### src/inc/excitation_pkg.sv
// Shared constants and carrier types of the special excitation pattern selector
// Behaviour
// - Flag nonzero opposing nibbles as simultaneous activity
// - Never drive positive and negative together
// - Positive group first keeps positive during overlap
// - Negative group first keeps negative during overlap
// - Simultaneous start gives positive group priority
// - Special mode positive outputs use patterns 0-3
// - Ordinary mode uses pwm signals 1-4
// - Pwm signals 1-4 come from compares 1-4
// - Patterns come from compares 0-3 and words
// - Six codes step sixty degrees each
// - Ordinary mode odd outputs mapping per code
// - Ordinary mode even outputs mapping per code
// - Special mode widens range sixty degrees each way
// - Special mode odd outputs mapping per code
// - Special mode even outputs mapping per code
// - Code 000 idle until moved, then holds
// - Code 111 holds previous output levels
// - Inactive means configured inactive level
// - Code change applies from next pwm cycle
// - Dead time on each phase falling edge
// - Higher numbered compare match wins ties
package excitation_pkg;

    localparam logic [2:0] PH_000 = 3'h0;
    localparam logic [2:0] PH_001 = 3'h1;
    localparam logic [2:0] PH_010 = 3'h2;
    localparam logic [2:0] PH_011 = 3'h3;
    localparam logic [2:0] PH_100 = 3'h4;
    localparam logic [2:0] PH_101 = 3'h5;
    localparam logic [2:0] PH_110 = 3'h6;
    localparam logic [2:0] PH_111 = 3'h7;

    localparam int NIB_W = 4;
    localparam int PAT_N = 8;
    localparam int CMP_N = 4;
    localparam int PWM_N = 4;
    localparam int LOW_NIB_HI = 15;
    localparam int LOW_NIB_LO = 12;

    localparam logic [3:0] NIB_ZERO = 4'h0;
    localparam logic [15:0] WORD_ZERO = 16'h0000;

    typedef enum logic [1:0] {
        OWN_NONE = 2'b00,
        OWN_POS = 2'b01,
        OWN_NEG = 2'b10
    } owner_type;

    // pos bits 0..2 are outputs 1,3,5; neg bits 0..2 are outputs 2,4,6
    typedef struct packed {
        logic [2:0] neg;
        logic [2:0] pos;
    } drive_grp_type;

    typedef struct packed {
        logic [15:0] high;
        logic [15:0] low;
    } pattern_words_type;

    localparam drive_grp_type GRP_IDLE = '{neg: 3'h0, pos: 3'h0};

endpackage
### src/design/special_excitation_pattern_select.sv
// Phase-code driven selection of six drive outputs with overlap protection
`timescale 1ns/1ps
module special_excitation_pattern_select #(
    parameter int DT_W = 8
) (
    input wire logic clk_sys,
    input wire logic reset_n,
    input wire logic special_mode,
    input wire logic sw_output_ctl_sel,
    input wire logic trigger_switch_sel,
    input wire logic [2:0] sw_phase_code,
    input wire logic [2:0] sensed_phase_flags,
    input wire logic cycle_end,
    input wire logic [excitation_pkg::CMP_N-1:0] compare_match,
    input wire excitation_pkg::pattern_words_type pattern_words,
    input wire logic [excitation_pkg::PWM_N-1:0] pwm_sig,
    input wire excitation_pkg::drive_grp_type inactive_level,
    input wire logic [DT_W-1:0] dead_time_pos,
    input wire logic [DT_W-1:0] dead_time_neg,
    output excitation_pkg::drive_grp_type drive_out,
    output logic overlap_config,
    output logic [2:0] applied_code
);

    generate
        if (DT_W < 1 || DT_W > 16) begin : g_bad_width
            $error("DT_W must lie between 1 and 16");
        end
    endgenerate

    typedef struct packed {
        logic [2:0] code;
        logic moved;
        excitation_pkg::owner_type owner;
        excitation_pkg::drive_grp_type act;
        logic [DT_W-1:0] dt_pos_cnt;
        logic [DT_W-1:0] dt_neg_cnt;
        excitation_pkg::drive_grp_type drive;
        logic overlap;
    } sel_state_type;

    sel_state_type st_ff;
    sel_state_type nxt_st;
    logic [excitation_pkg::PAT_N-1:0] sp;
    logic [2:0] sel_code;
    excitation_pkg::drive_grp_type req;
    excitation_pkg::drive_grp_type req_raw;
    logic hold;
    logic blank;
    logic both_req;
    logic pos_fall;
    logic neg_fall;
    logic overlap_cond;

    ////////////////////////////////////////////////////////////////////////////////
    special_pattern_gen u_pattern_gen (
        .clk_sys(clk_sys),
        .reset_n(reset_n),
        .pattern_words(pattern_words),
        .compare_match(compare_match),
        .pattern_level(sp)
    );

    ////////////////////////////////////////////////////////////////////////////////
    // Code order 101,100,110,010,011,001 walks sixty degrees per step
    function automatic excitation_pkg::drive_grp_type map_code(
        input logic [2:0] code,
        input logic spec,
        input logic [excitation_pkg::PAT_N-1:0] p,
        input logic [excitation_pkg::PWM_N-1:0] w
    );
        excitation_pkg::drive_grp_type g;
        g = excitation_pkg::GRP_IDLE;
        if (spec) begin
            case (code)
                excitation_pkg::PH_101: begin
                    g.pos = {p[3], 1'b0, p[1]};
                    g.neg = {p[4], p[6], 1'b0};
                end
                excitation_pkg::PH_100: begin
                    g.pos = {1'b0, p[0], p[2]};
                    g.neg = {p[5], p[7], 1'b0};
                end
                excitation_pkg::PH_110: begin
                    g.pos = {1'b0, p[1], p[3]};
                    g.neg = {p[6], 1'b0, p[4]};
                end
                excitation_pkg::PH_010: begin
                    g.pos = {p[0], p[2], 1'b0};
                    g.neg = {p[7], 1'b0, p[5]};
                end
                excitation_pkg::PH_011: begin
                    g.pos = {p[1], p[3], 1'b0};
                    g.neg = {1'b0, p[4], p[6]};
                end
                excitation_pkg::PH_001: begin
                    g.pos = {p[2], 1'b0, p[0]};
                    g.neg = {1'b0, p[5], p[7]};
                end
                default: begin
                    g = excitation_pkg::GRP_IDLE;
                end
            endcase
        end else begin
            case (code)
                excitation_pkg::PH_101: begin
                    g.pos = {1'b0, 1'b0, w[0]};
                    g.neg = {1'b0, w[3], 1'b0};
                end
                excitation_pkg::PH_100: begin
                    g.pos = {1'b0, 1'b0, w[1]};
                    g.neg = {w[2], 1'b0, 1'b0};
                end
                excitation_pkg::PH_110: begin
                    g.pos = {1'b0, w[0], 1'b0};
                    g.neg = {w[3], 1'b0, 1'b0};
                end
                excitation_pkg::PH_010: begin
                    g.pos = {1'b0, w[1], 1'b0};
                    g.neg = {1'b0, 1'b0, w[2]};
                end
                excitation_pkg::PH_011: begin
                    g.pos = {w[0], 1'b0, 1'b0};
                    g.neg = {1'b0, 1'b0, w[3]};
                end
                excitation_pkg::PH_001: begin
                    g.pos = {w[1], 1'b0, 1'b0};
                    g.neg = {1'b0, w[2], 1'b0};
                end
                default: begin
                    g = excitation_pkg::GRP_IDLE;
                end
            endcase
        end
        return g;
    endfunction

    ////////////////////////////////////////////////////////////////////////////////
    // Software bits rule whenever software control or trigger switching is chosen
    assign sel_code = (sw_output_ctl_sel || trigger_switch_sel) ?
        sw_phase_code : sensed_phase_flags;

    assign overlap_cond =
        ((pattern_words.low[excitation_pkg::NIB_W-1:0] != excitation_pkg::NIB_ZERO) &&
         (pattern_words.high[excitation_pkg::LOW_NIB_HI:excitation_pkg::LOW_NIB_LO]
          != excitation_pkg::NIB_ZERO)) ||
        ((pattern_words.low[excitation_pkg::LOW_NIB_HI:excitation_pkg::LOW_NIB_LO]
          != excitation_pkg::NIB_ZERO) &&
         (pattern_words.high[excitation_pkg::NIB_W-1:0] != excitation_pkg::NIB_ZERO));

    always_comb begin
        nxt_st = st_ff;
        req_raw = map_code(st_ff.code, special_mode, sp, pwm_sig);
        hold = (st_ff.code == excitation_pkg::PH_111) ||
            ((st_ff.code == excitation_pkg::PH_000) && st_ff.moved);
        blank = (st_ff.code == excitation_pkg::PH_000) && !st_ff.moved;
        req = blank ? excitation_pkg::GRP_IDLE : req_raw;
        both_req = (|req.pos) && (|req.neg);
        pos_fall = 1'b0;
        neg_fall = 1'b0;

        // A code that arrives mid-cycle waits for the cycle end
        if (cycle_end) begin
            nxt_st.code = sel_code;
        end
        if (st_ff.code != excitation_pkg::PH_000) begin
            nxt_st.moved = 1'b1;
        end

        // The group that got there first keeps the bridge; a tie goes positive
        if (both_req) begin
            if (st_ff.owner == excitation_pkg::OWN_NEG) begin
                req.pos = 3'h0;
            end else begin
                req.neg = 3'h0;
            end
        end

        // Running dead time blocks the opposite group from turning on
        if (st_ff.dt_pos_cnt != '0) begin
            req.neg = 3'h0;
        end
        if (st_ff.dt_neg_cnt != '0) begin
            req.pos = 3'h0;
        end
        pos_fall = |(st_ff.act.pos & ~req.pos);
        neg_fall = |(st_ff.act.neg & ~req.neg);
        // The fall edge itself already counts as a dead cycle
        if (pos_fall && (dead_time_pos != '0)) begin
            req.neg = 3'h0;
        end
        if (neg_fall && (dead_time_neg != '0)) begin
            req.pos = 3'h0;
        end

        if (!hold) begin
            nxt_st.act = req;
        end
        if (!hold && pos_fall) begin
            nxt_st.dt_pos_cnt = dead_time_pos - DT_W'(1'b1);
        end else if (st_ff.dt_pos_cnt != '0) begin
            nxt_st.dt_pos_cnt = st_ff.dt_pos_cnt - DT_W'(1'b1);
        end
        if (!hold && neg_fall) begin
            nxt_st.dt_neg_cnt = dead_time_neg - DT_W'(1'b1);
        end else if (st_ff.dt_neg_cnt != '0) begin
            nxt_st.dt_neg_cnt = st_ff.dt_neg_cnt - DT_W'(1'b1);
        end
        if (!hold && pos_fall && (dead_time_pos == '0)) begin
            nxt_st.dt_pos_cnt = '0;
        end
        if (!hold && neg_fall && (dead_time_neg == '0)) begin
            nxt_st.dt_neg_cnt = '0;
        end

        if (|nxt_st.act.pos) begin
            nxt_st.owner = excitation_pkg::OWN_POS;
        end else if (|nxt_st.act.neg) begin
            nxt_st.owner = excitation_pkg::OWN_NEG;
        end else begin
            nxt_st.owner = excitation_pkg::OWN_NONE;
        end

        // Pin level is the inactive level, flipped while the output is active
        nxt_st.drive = nxt_st.act ^ inactive_level;
        nxt_st.overlap = overlap_cond;
    end

    always_ff @(posedge clk_sys or negedge reset_n) begin
        if (!reset_n) begin
            st_ff <= '0;
        end else begin
            st_ff <= nxt_st;
        end
    end

    assign drive_out = st_ff.drive;
    assign overlap_config = st_ff.overlap;
    assign applied_code = st_ff.code;

    ////////////////////////////////////////////////////////////////////////////////
    a_no_shoot_through: assert property (@(posedge clk_sys) disable iff (!reset_n)
        !((|st_ff.act.pos) && (|st_ff.act.neg)))
        else $error("positive and negative outputs active together");

    a_overlap_flag: assert property (@(posedge clk_sys) disable iff (!reset_n)
        overlap_cond |=> overlap_config)
        else $error("overlap configuration not flagged");

    a_pos_keeps_bridge: assert property (@(posedge clk_sys) disable iff (!reset_n)
        (st_ff.owner == excitation_pkg::OWN_POS && both_req && !hold)
        |=> (st_ff.act.neg == 3'h0))
        else $error("negative group took over from earlier positive group");

    a_neg_keeps_bridge: assert property (@(posedge clk_sys) disable iff (!reset_n)
        (st_ff.owner == excitation_pkg::OWN_NEG && both_req && !hold)
        |=> (st_ff.act.pos == 3'h0))
        else $error("positive group took over from earlier negative group");

    a_tie_goes_pos: assert property (@(posedge clk_sys) disable iff (!reset_n)
        (st_ff.owner == excitation_pkg::OWN_NONE && both_req && !hold
         && st_ff.dt_neg_cnt == '0 && st_ff.act == excitation_pkg::GRP_IDLE)
        |=> (st_ff.act.neg == 3'h0) && (|st_ff.act.pos))
        else $error("simultaneous start did not favour positive group");

    a_code_on_cycle: assert property (@(posedge clk_sys) disable iff (!reset_n)
        !cycle_end |=> $stable(applied_code))
        else $error("phase code changed outside a cycle end");

    a_code_source: assert property (@(posedge clk_sys) disable iff (!reset_n)
        cycle_end |=> (applied_code == $past(sel_code)))
        else $error("cycle end did not take the selected phase code");

    a_idle_before_move: assert property (@(posedge clk_sys) disable iff (!reset_n)
        (applied_code == excitation_pkg::PH_000 && !st_ff.moved)
        |=> (st_ff.act == excitation_pkg::GRP_IDLE))
        else $error("outputs active before the code ever moved");

    a_hold_on_all_ones: assert property (@(posedge clk_sys) disable iff (!reset_n)
        (applied_code == excitation_pkg::PH_111) |=> $stable(st_ff.act))
        else $error("outputs changed while code 111 holds");

    a_inactive_level: assert property (@(posedge clk_sys) disable iff (!reset_n)
        1'b1 |=> (drive_out == (st_ff.act ^ $past(inactive_level))))
        else $error("drive pin does not follow inactive level");

    a_dead_pos: assert property (@(posedge clk_sys) disable iff (!reset_n)
        (st_ff.dt_pos_cnt != '0) |=> (st_ff.act.neg == 3'h0))
        else $error("negative output rose inside positive dead time");

endmodule

### src/design/special_pattern_gen.sv
// Eight special pattern levels driven by compare matches and the pattern words
`timescale 1ns/1ps
module special_pattern_gen (
    input wire logic clk_sys,
    input wire logic reset_n,
    input wire excitation_pkg::pattern_words_type pattern_words,
    input wire logic [excitation_pkg::CMP_N-1:0] compare_match,
    output logic [excitation_pkg::PAT_N-1:0] pattern_level
);

    typedef struct packed {
        logic [excitation_pkg::PAT_N-1:0] lvl;
    } gen_state_type;

    gen_state_type st_ff;
    gen_state_type nxt_st;
    logic [excitation_pkg::PAT_N-1:0] nxt_lvl;
    logic [31:0] words_flat;

    assign words_flat = {pattern_words.high, pattern_words.low};

    ////////////////////////////////////////////////////////////////////////////////
    genvar k;
    generate
        for (k = 0; k < excitation_pkg::PAT_N; k++) begin : g_pat
            logic [excitation_pkg::NIB_W-1:0] nib;
            assign nib = words_flat[k*excitation_pkg::NIB_W +: excitation_pkg::NIB_W];
            // Highest matching compare decides the level; no match keeps it
            assign nxt_lvl[k] = compare_match[3] ? nib[3] :
                compare_match[2] ? nib[2] :
                compare_match[1] ? nib[1] :
                compare_match[0] ? nib[0] : st_ff.lvl[k];
        end
    endgenerate

    always_comb begin
        nxt_st = st_ff;
        nxt_st.lvl = nxt_lvl;
    end

    always_ff @(posedge clk_sys or negedge reset_n) begin
        if (!reset_n) begin
            st_ff <= '0;
        end else begin
            st_ff <= nxt_st;
        end
    end

    assign pattern_level = st_ff.lvl;

    a_tie_high_wins: assert property (@(posedge clk_sys) disable iff (!reset_n)
        (compare_match[3] && compare_match[2]) |=> (pattern_level[0] == $past(words_flat[3])))
        else $error("compare 3 did not win a tie with compare 2");

endmodule

### config.mk
export PLATFORM = sky130hd
export DESIGN_NAME = special_excitation_pattern_select
export DESIGN_NICKNAME = d
export VERILOG_FILES = /design/src/inc/excitation_pkg.sv /design/src/design/special_excitation_pattern_select.sv /design/src/design/special_pattern_gen.sv
export SDC_FILE = /design/constraint.sdc
export NUM_CORES = 1
export LEC_CHECK = 0
export ABC_CLOCK_PERIOD_IN_PS = 4100
export BUFFER_PORTS_ARGS = -buffer_cell sky130_fd_sc_hd__buf_2
export CAP_MARGIN = 20
export CORE_ASPECT_RATIO = 0.75
export CORE_MARGIN = 4
export CORE_UTILIZATION = 53
export DETAILED_ROUTE_END_ITERATION = 7
export MAX_ROUTING_LAYER = met4
export PLACE_DENSITY_LB_ADDON = 0.15
export SLEW_MARGIN = 15
export SYNTH_ARGS = -nofsm -noshare
export SYNTH_HDL_FRONTEND = slang
export SYNTH_SLANG_ARGS = --single-unit
### constraint.sdc
create_clock -name clk_sys -period 4.1 [get_ports clk_sys]
set_input_delay 1.23 -clock clk_sys [delete_from_list [all_inputs] [get_ports clk_sys]]
set_output_delay 1.23 -clock clk_sys [all_outputs]
set_load 0.1 [all_outputs]
* Word level (Yosys, flattened, before mapping)
Index checks and enable logic that the tools add are counted.
** Cells by class
- Add/sub/neg operators :: 4
- Eq/ne operators :: 8
- Muxes and demuxes :: 53
- Bitwise logic cells :: 5
- Reduce and logical (&&, ||, !) cells :: 37
** Operator list (number)
- $pmux 6 s6 :: 2
- $mux 8 :: 6
- $mux 1 :: 32
- $reduce_bool 8->1 :: 4
- $sub 8x1->8 const B :: 4
- $mux 6 :: 4
- $mux 3 :: 7
- $reduce_bool 4->1 :: 5
- $reduce_or 3->1 :: 6
- $logic_not 8->1 :: 2
- $eq 3x3->1 const B :: 4
- $logic_and 1x1->1 :: 11
- $reduce_bool 3->1 :: 3
- $and 3x3->3 :: 2
- $eq 3x2->1 const B :: 2
- $not 3->3 :: 2
- $xor 6x6->6 :: 1
- $mux 2 :: 2
- $eq 3x1->1 const B :: 1
- $logic_not 3->1 :: 1
- $logic_or 1x1->1 :: 3
- $eq 2x2->1 const B :: 1
- $logic_not 1->1 :: 2
** Word-level totals
- Register bits :: 43
- Input bits :: 74

* Logic depth before layout (Yosys ltp)
- Depth after elaboration :: 17
- Depth in mapped cells :: 17
- Depth with buffers taken out :: 14

* Modules after synthesis
From an unflattened synthesis, not the netlist that was laid out.
** Second synthesis, totals
- Cells, all modules :: 364
- Area total of the unflattened synthesis :: 3253.1 µm²
** By module, submodules not included
- special_excitation_pattern_select :: instances 1, cells an instance 307, area each 2711.4 µm²
- special_pattern_gen :: instances 1, cells an instance 57, area each 541.8 µm²

* Worst setup path after synthesis
No wires, ideal clock.
- Path kind :: input -> register
- From :: in special_mode
- To :: reg st_ff[21] (netlist name)
- Setup time :: 0.095 ns
- Arrival time :: 4.317 ns
- Data required time :: 4.005 ns
- Slack :: -0.313 ns
- Stages :: 15
- Path buffers :: 3
- Cell sequence :: clkbuf_1 > clkbuf_1 > o22ai_1 > a311o_1 > o211ai_1 > a221oi_1 > a21oi_2 > buf_2 > mux2i_1 > ha_1 > inv_1 > or3_1 > nor3_1 > xnor2_1 > o31ai_1
** On the way
- Longest elaborated chain between the ends :: 12
- Elaborated cells on any way between the ends :: 16
** RTL lines
- start, declared :: RTL line special_excitation_pattern_select.sv:8 : input wire logic special_mode,
- $mux 6 (*) :: RTL line special_excitation_pattern_select.sv:74 : if (spec) begin
- $mux 6 (*) :: RTL line special_excitation_pattern_select.sv:157 : req = blank ? excitation_pkg::GRP_IDLE : req_raw;
- $reduce_or 3->1 :: RTL line special_excitation_pattern_select.sv:158 : both_req = (|req.pos) && (|req.neg);
- $logic_and 1x1->1 :: RTL line special_excitation_pattern_select.sv:158
- $mux 6 (*) :: RTL line special_excitation_pattern_select.sv:171 : if (both_req) begin
- $mux 3 (*) :: RTL line special_excitation_pattern_select.sv:183 : if (st_ff.dt_neg_cnt != '0) begin
- $not 3->3 (*) :: RTL line special_excitation_pattern_select.sv:186 : pos_fall = |(st_ff.act.pos & ~req.pos);
- $and 3x3->3 (*) :: RTL line special_excitation_pattern_select.sv:186
- $reduce_or 3->1 (*) :: RTL line special_excitation_pattern_select.sv:186
- $logic_and 1x1->1 (*) :: RTL line special_excitation_pattern_select.sv:199, special_excitation_pattern_select.sv:209
- $mux 8 / $logic_and 1x1->1 (equally long branches) :: RTL line special_excitation_pattern_select.sv:199, special_excitation_pattern_select.sv:209
- $mux 8 / $reduce_bool 3->1 (equally long branches)
- end signal, assigned :: RTL line special_excitation_pattern_select.sv:233 : st_ff <= nxt_st;
- end, declared :: RTL line special_excitation_pattern_select.sv:42 : sel_state_type st_ff;
Every way passes the cells marked *; elsewhere a longest branch is shown, timed or not.
A chain may end at the register's enable or synchronous reset.

* Worst setup path in the final report
Same ends and word-level chain as after synthesis.

==> flow_summary.ini <==
[floorplan]
dieHeight_um = 74.9
fp.dieW_um = 97.1
initial_core_util_pct = 54.5
die-area_um2 = 7270
row_count = 24
io_pins = 84
core_um2 = 5800

[route]
drt_wl_total_um = 7930
ant_nets = 0
wl_per_cell_um = 15.1
viasPerCell = 5.70
vias = 2993
first_iter_violations = 171
drc = 0
firstDrtPassIters = 5

[run_status]
status = completed

[logic_synthesis]
yosysUniqueCellTypes = 62
synthXorXnorAreaFrac_pct = 5.55
syn_inst = 373
synth_fa_ha_area_share_pct = 0.792
synth_compound_area_share_pct = 21.9
ys.flop_type = dfrtp_1
synth_simple_gate_area_share_pct = 23.3
syn_area_um2 = 3160
seq_area_frac_synth_pct = 34.1
synth_seq_cells = 43
synth.mux.area_fraction_pct = 8.99
synthArstFlopShare_pct = 100
synth_edf_count = 0
synth_warnings = 0
synth_nets = 449
synth_top_family_by_area = simple AND/OR/NAND/NOR gates
syn_area_per_cell_um2 = 8.47

[cts]
clock_path_buffers = 2
cts_root_buf = clkbuf_8
cts.sinks = 43
clk_pin_slew_worst_paths_ps = 80
post_cts_resized = 0
cts_buffers = 5
cts_setup_buffers = 0
htree_levels = 2
cts_hold_buf = 0
cts_tree = done
insertion_delay_ps = 310

[timing]
tightest_slew_ps = 947
drv_slew = 0
finalSetupViolCount = 0
max_freq_mhz = 265
rsz0062_at_grt = false
worst_hold_slack_ps = 485
finalHoldViolations = 0
finalSetupTns_ps = 0
relSlewSlack_pct = 36.9
fin_crit_sh_pct = 92.2
min_period_ps = 3780
skew_ps = 8.53

[global_route]
grt_pass1_vias = 2869
grt-ovfl-total = 0
grt_usage_pct = 22.9
grt_max_degree = 44
grt_pass1_wl_um = 13100
antenna_found_initial = 0

[cells_and_area]
fin_nets = 522
syn2layout_area_growth_pct = 17.9
diodes = 0
drive_gt1_share_pct = 27.3
postLayoutCellArea_um2 = 3720

[critical_path]
crit_top_cell = inv_1
worstPathArrival_ps = 4000
cp_slowest_stage_delay_ps = 530
cp_slowest_cell = or4_1
critPathKind = in2reg
crit_path_end_kind = flip-flop
worstPathMaxFanout = 6
start_kind = primary input
crit_chain = buf_2 > inv_1 > o21a_1 > or4_1 > or2_1 > o31ai_4 > a21oi_4 > mux2i_1 > ha_2 > inv_1 > or3_4 > nor3_2 > xnor2_1 > o31ai_1
crit_required_ps = 4320

[placed_design]
placed_area_um2 = 3630
portBuffers = 83
dpl.hpwl_um = 6140
gp_congestion = 0.894

[power]
power-per-cell-area_nw_per_um2 = 388
leakagePower_nw = 1.69
vdd_drop_max_uv = 222

[job]
drv_cap = 0

[min_path]
hp-class = reg2reg
[cell usage after synthesis, types with 6 or more instances]
library cell | number | share of area [%]
dfrtp_1 | 43 | 34
nor2_1 | 43 | 5.1
nand2_1 | 37 | 4.4
a21oi_1 | 25 | 4.0
mux2i_1 | 25 | 7.9
o21ai_0 | 22 | 3.5
clkbuf_1 | 16 | 1.9
xor2_1 | 12 | 3.3
nand3_1 | 10 | 1.6
buf_4 | 9 | 2.1
xnor2_1 | 8 | 2.2
o31ai_1 | 7 | 1.7
inv_1 | 6 | 0.71
nand2b_1 | 6 | 1.2
nor4_1 | 6 | 1.2
or4_1 | 6 | 1.4
[per-stage QoR]
| stage | power, mW | utilization (%) | std cells | worst slack (ps) |
|---|---|---|---|---|
| floorplan | 1.03 | - | 373 | -52.2 |
| global placement | 1.15 | 62.7 | 516 | 99.9 |
| detailed placement | 1.18 | 62.7 | 516 | 21.4 |
| CTS | 1.45 | 64.2 | 524 | 333 |
| global route | 1.55 | 64.2 | 525 | 76.0 |
| finish | 1.44 | 64.2 | 525 | 321 |
[routing by layer]
layer	track usage [%]	wire length [µm]
met3	3.89	463
met1	29.5	3590
met2	37.8	3760
met4	6.70	109
met5	-	0
[flip-flops by register name, indices dropped and copies added, names as in the netlist]
register                     cells
st_ff                           25
u_pattern_gen.pattern_level      8
drive_out                        6
applied_code                     3
overlap_config                   1
[worst max-delay path, delay by kind of cell]
family | cells | cell delay (ps)
and+or+nand+nor | 4 | 1280
AOI/OAI and AO/OA | 4 | 790
buffers and inverters | 3 | 230
adders and majority gates | 1 | 220
muxes | 1 | 180
xor gates and xnor gates | 1 | 80
[cell families after synthesis]
logic type	Yosys count
and+or+nand+nor	145
AOI/OAI and AO/OA	101
DFF	43
buffers and inverters	35
muxes	27
xor gates and xnor gates	20
adders and majority gates	2
[area by class of cell]
class | count | area [µm²]
multi-input combinational | 295 | 1940
tap | 78 | 97.6
clock buffer | 6 | 72.6
clock inverter | 2 | 12.5
inverter | 6 | 22.5
fill | 494 | 2070
sequential | 43 | 1080
timing repair buffer | 95 | 503
[worst paths after layout]
kind | end | slack, ps | cells past startpoint | startpoint
setup / recovery | st_ff[21] | 320 | 14 | special_mode
hold / removal | st_ff[31] | 480 | 1 | st_ff[31]
setup reg to reg | st_ff[21] | 380 | 13 | applied_code[2]
hold reg to reg | st_ff[31] | 480 | 1 | st_ff[31]
max in group asynchronous | st_ff[10] | 2440 | 1 | reset_n
min in group asynchronous | st_ff[17] | 1060 | 1 | reset_n
[cells in the final DEF (no fill, tap or decap), drive strengths merged, types with 7 or more instances in the layout]
cell type	instances
buf	94
nor2	43
dfrtp	43
nand2	37
a21oi	27
mux2i	25
o21ai	24
xor2	12
o31ai	11
nand3	10
xnor2	8
or2	8
nand2b	7
or4	7
clkbuf	7
[power breakdown]
part | total [mW] | switching, mW | internal [mW]
clock | 0.273 | 0.154 | 0.119
sequential | 0.642 | 0.118 | 0.524
combinational | 0.529 | 0.282 | 0.247
total | 1.44 | 0.553 | 0.890
(Power assumes the default switching activity.)
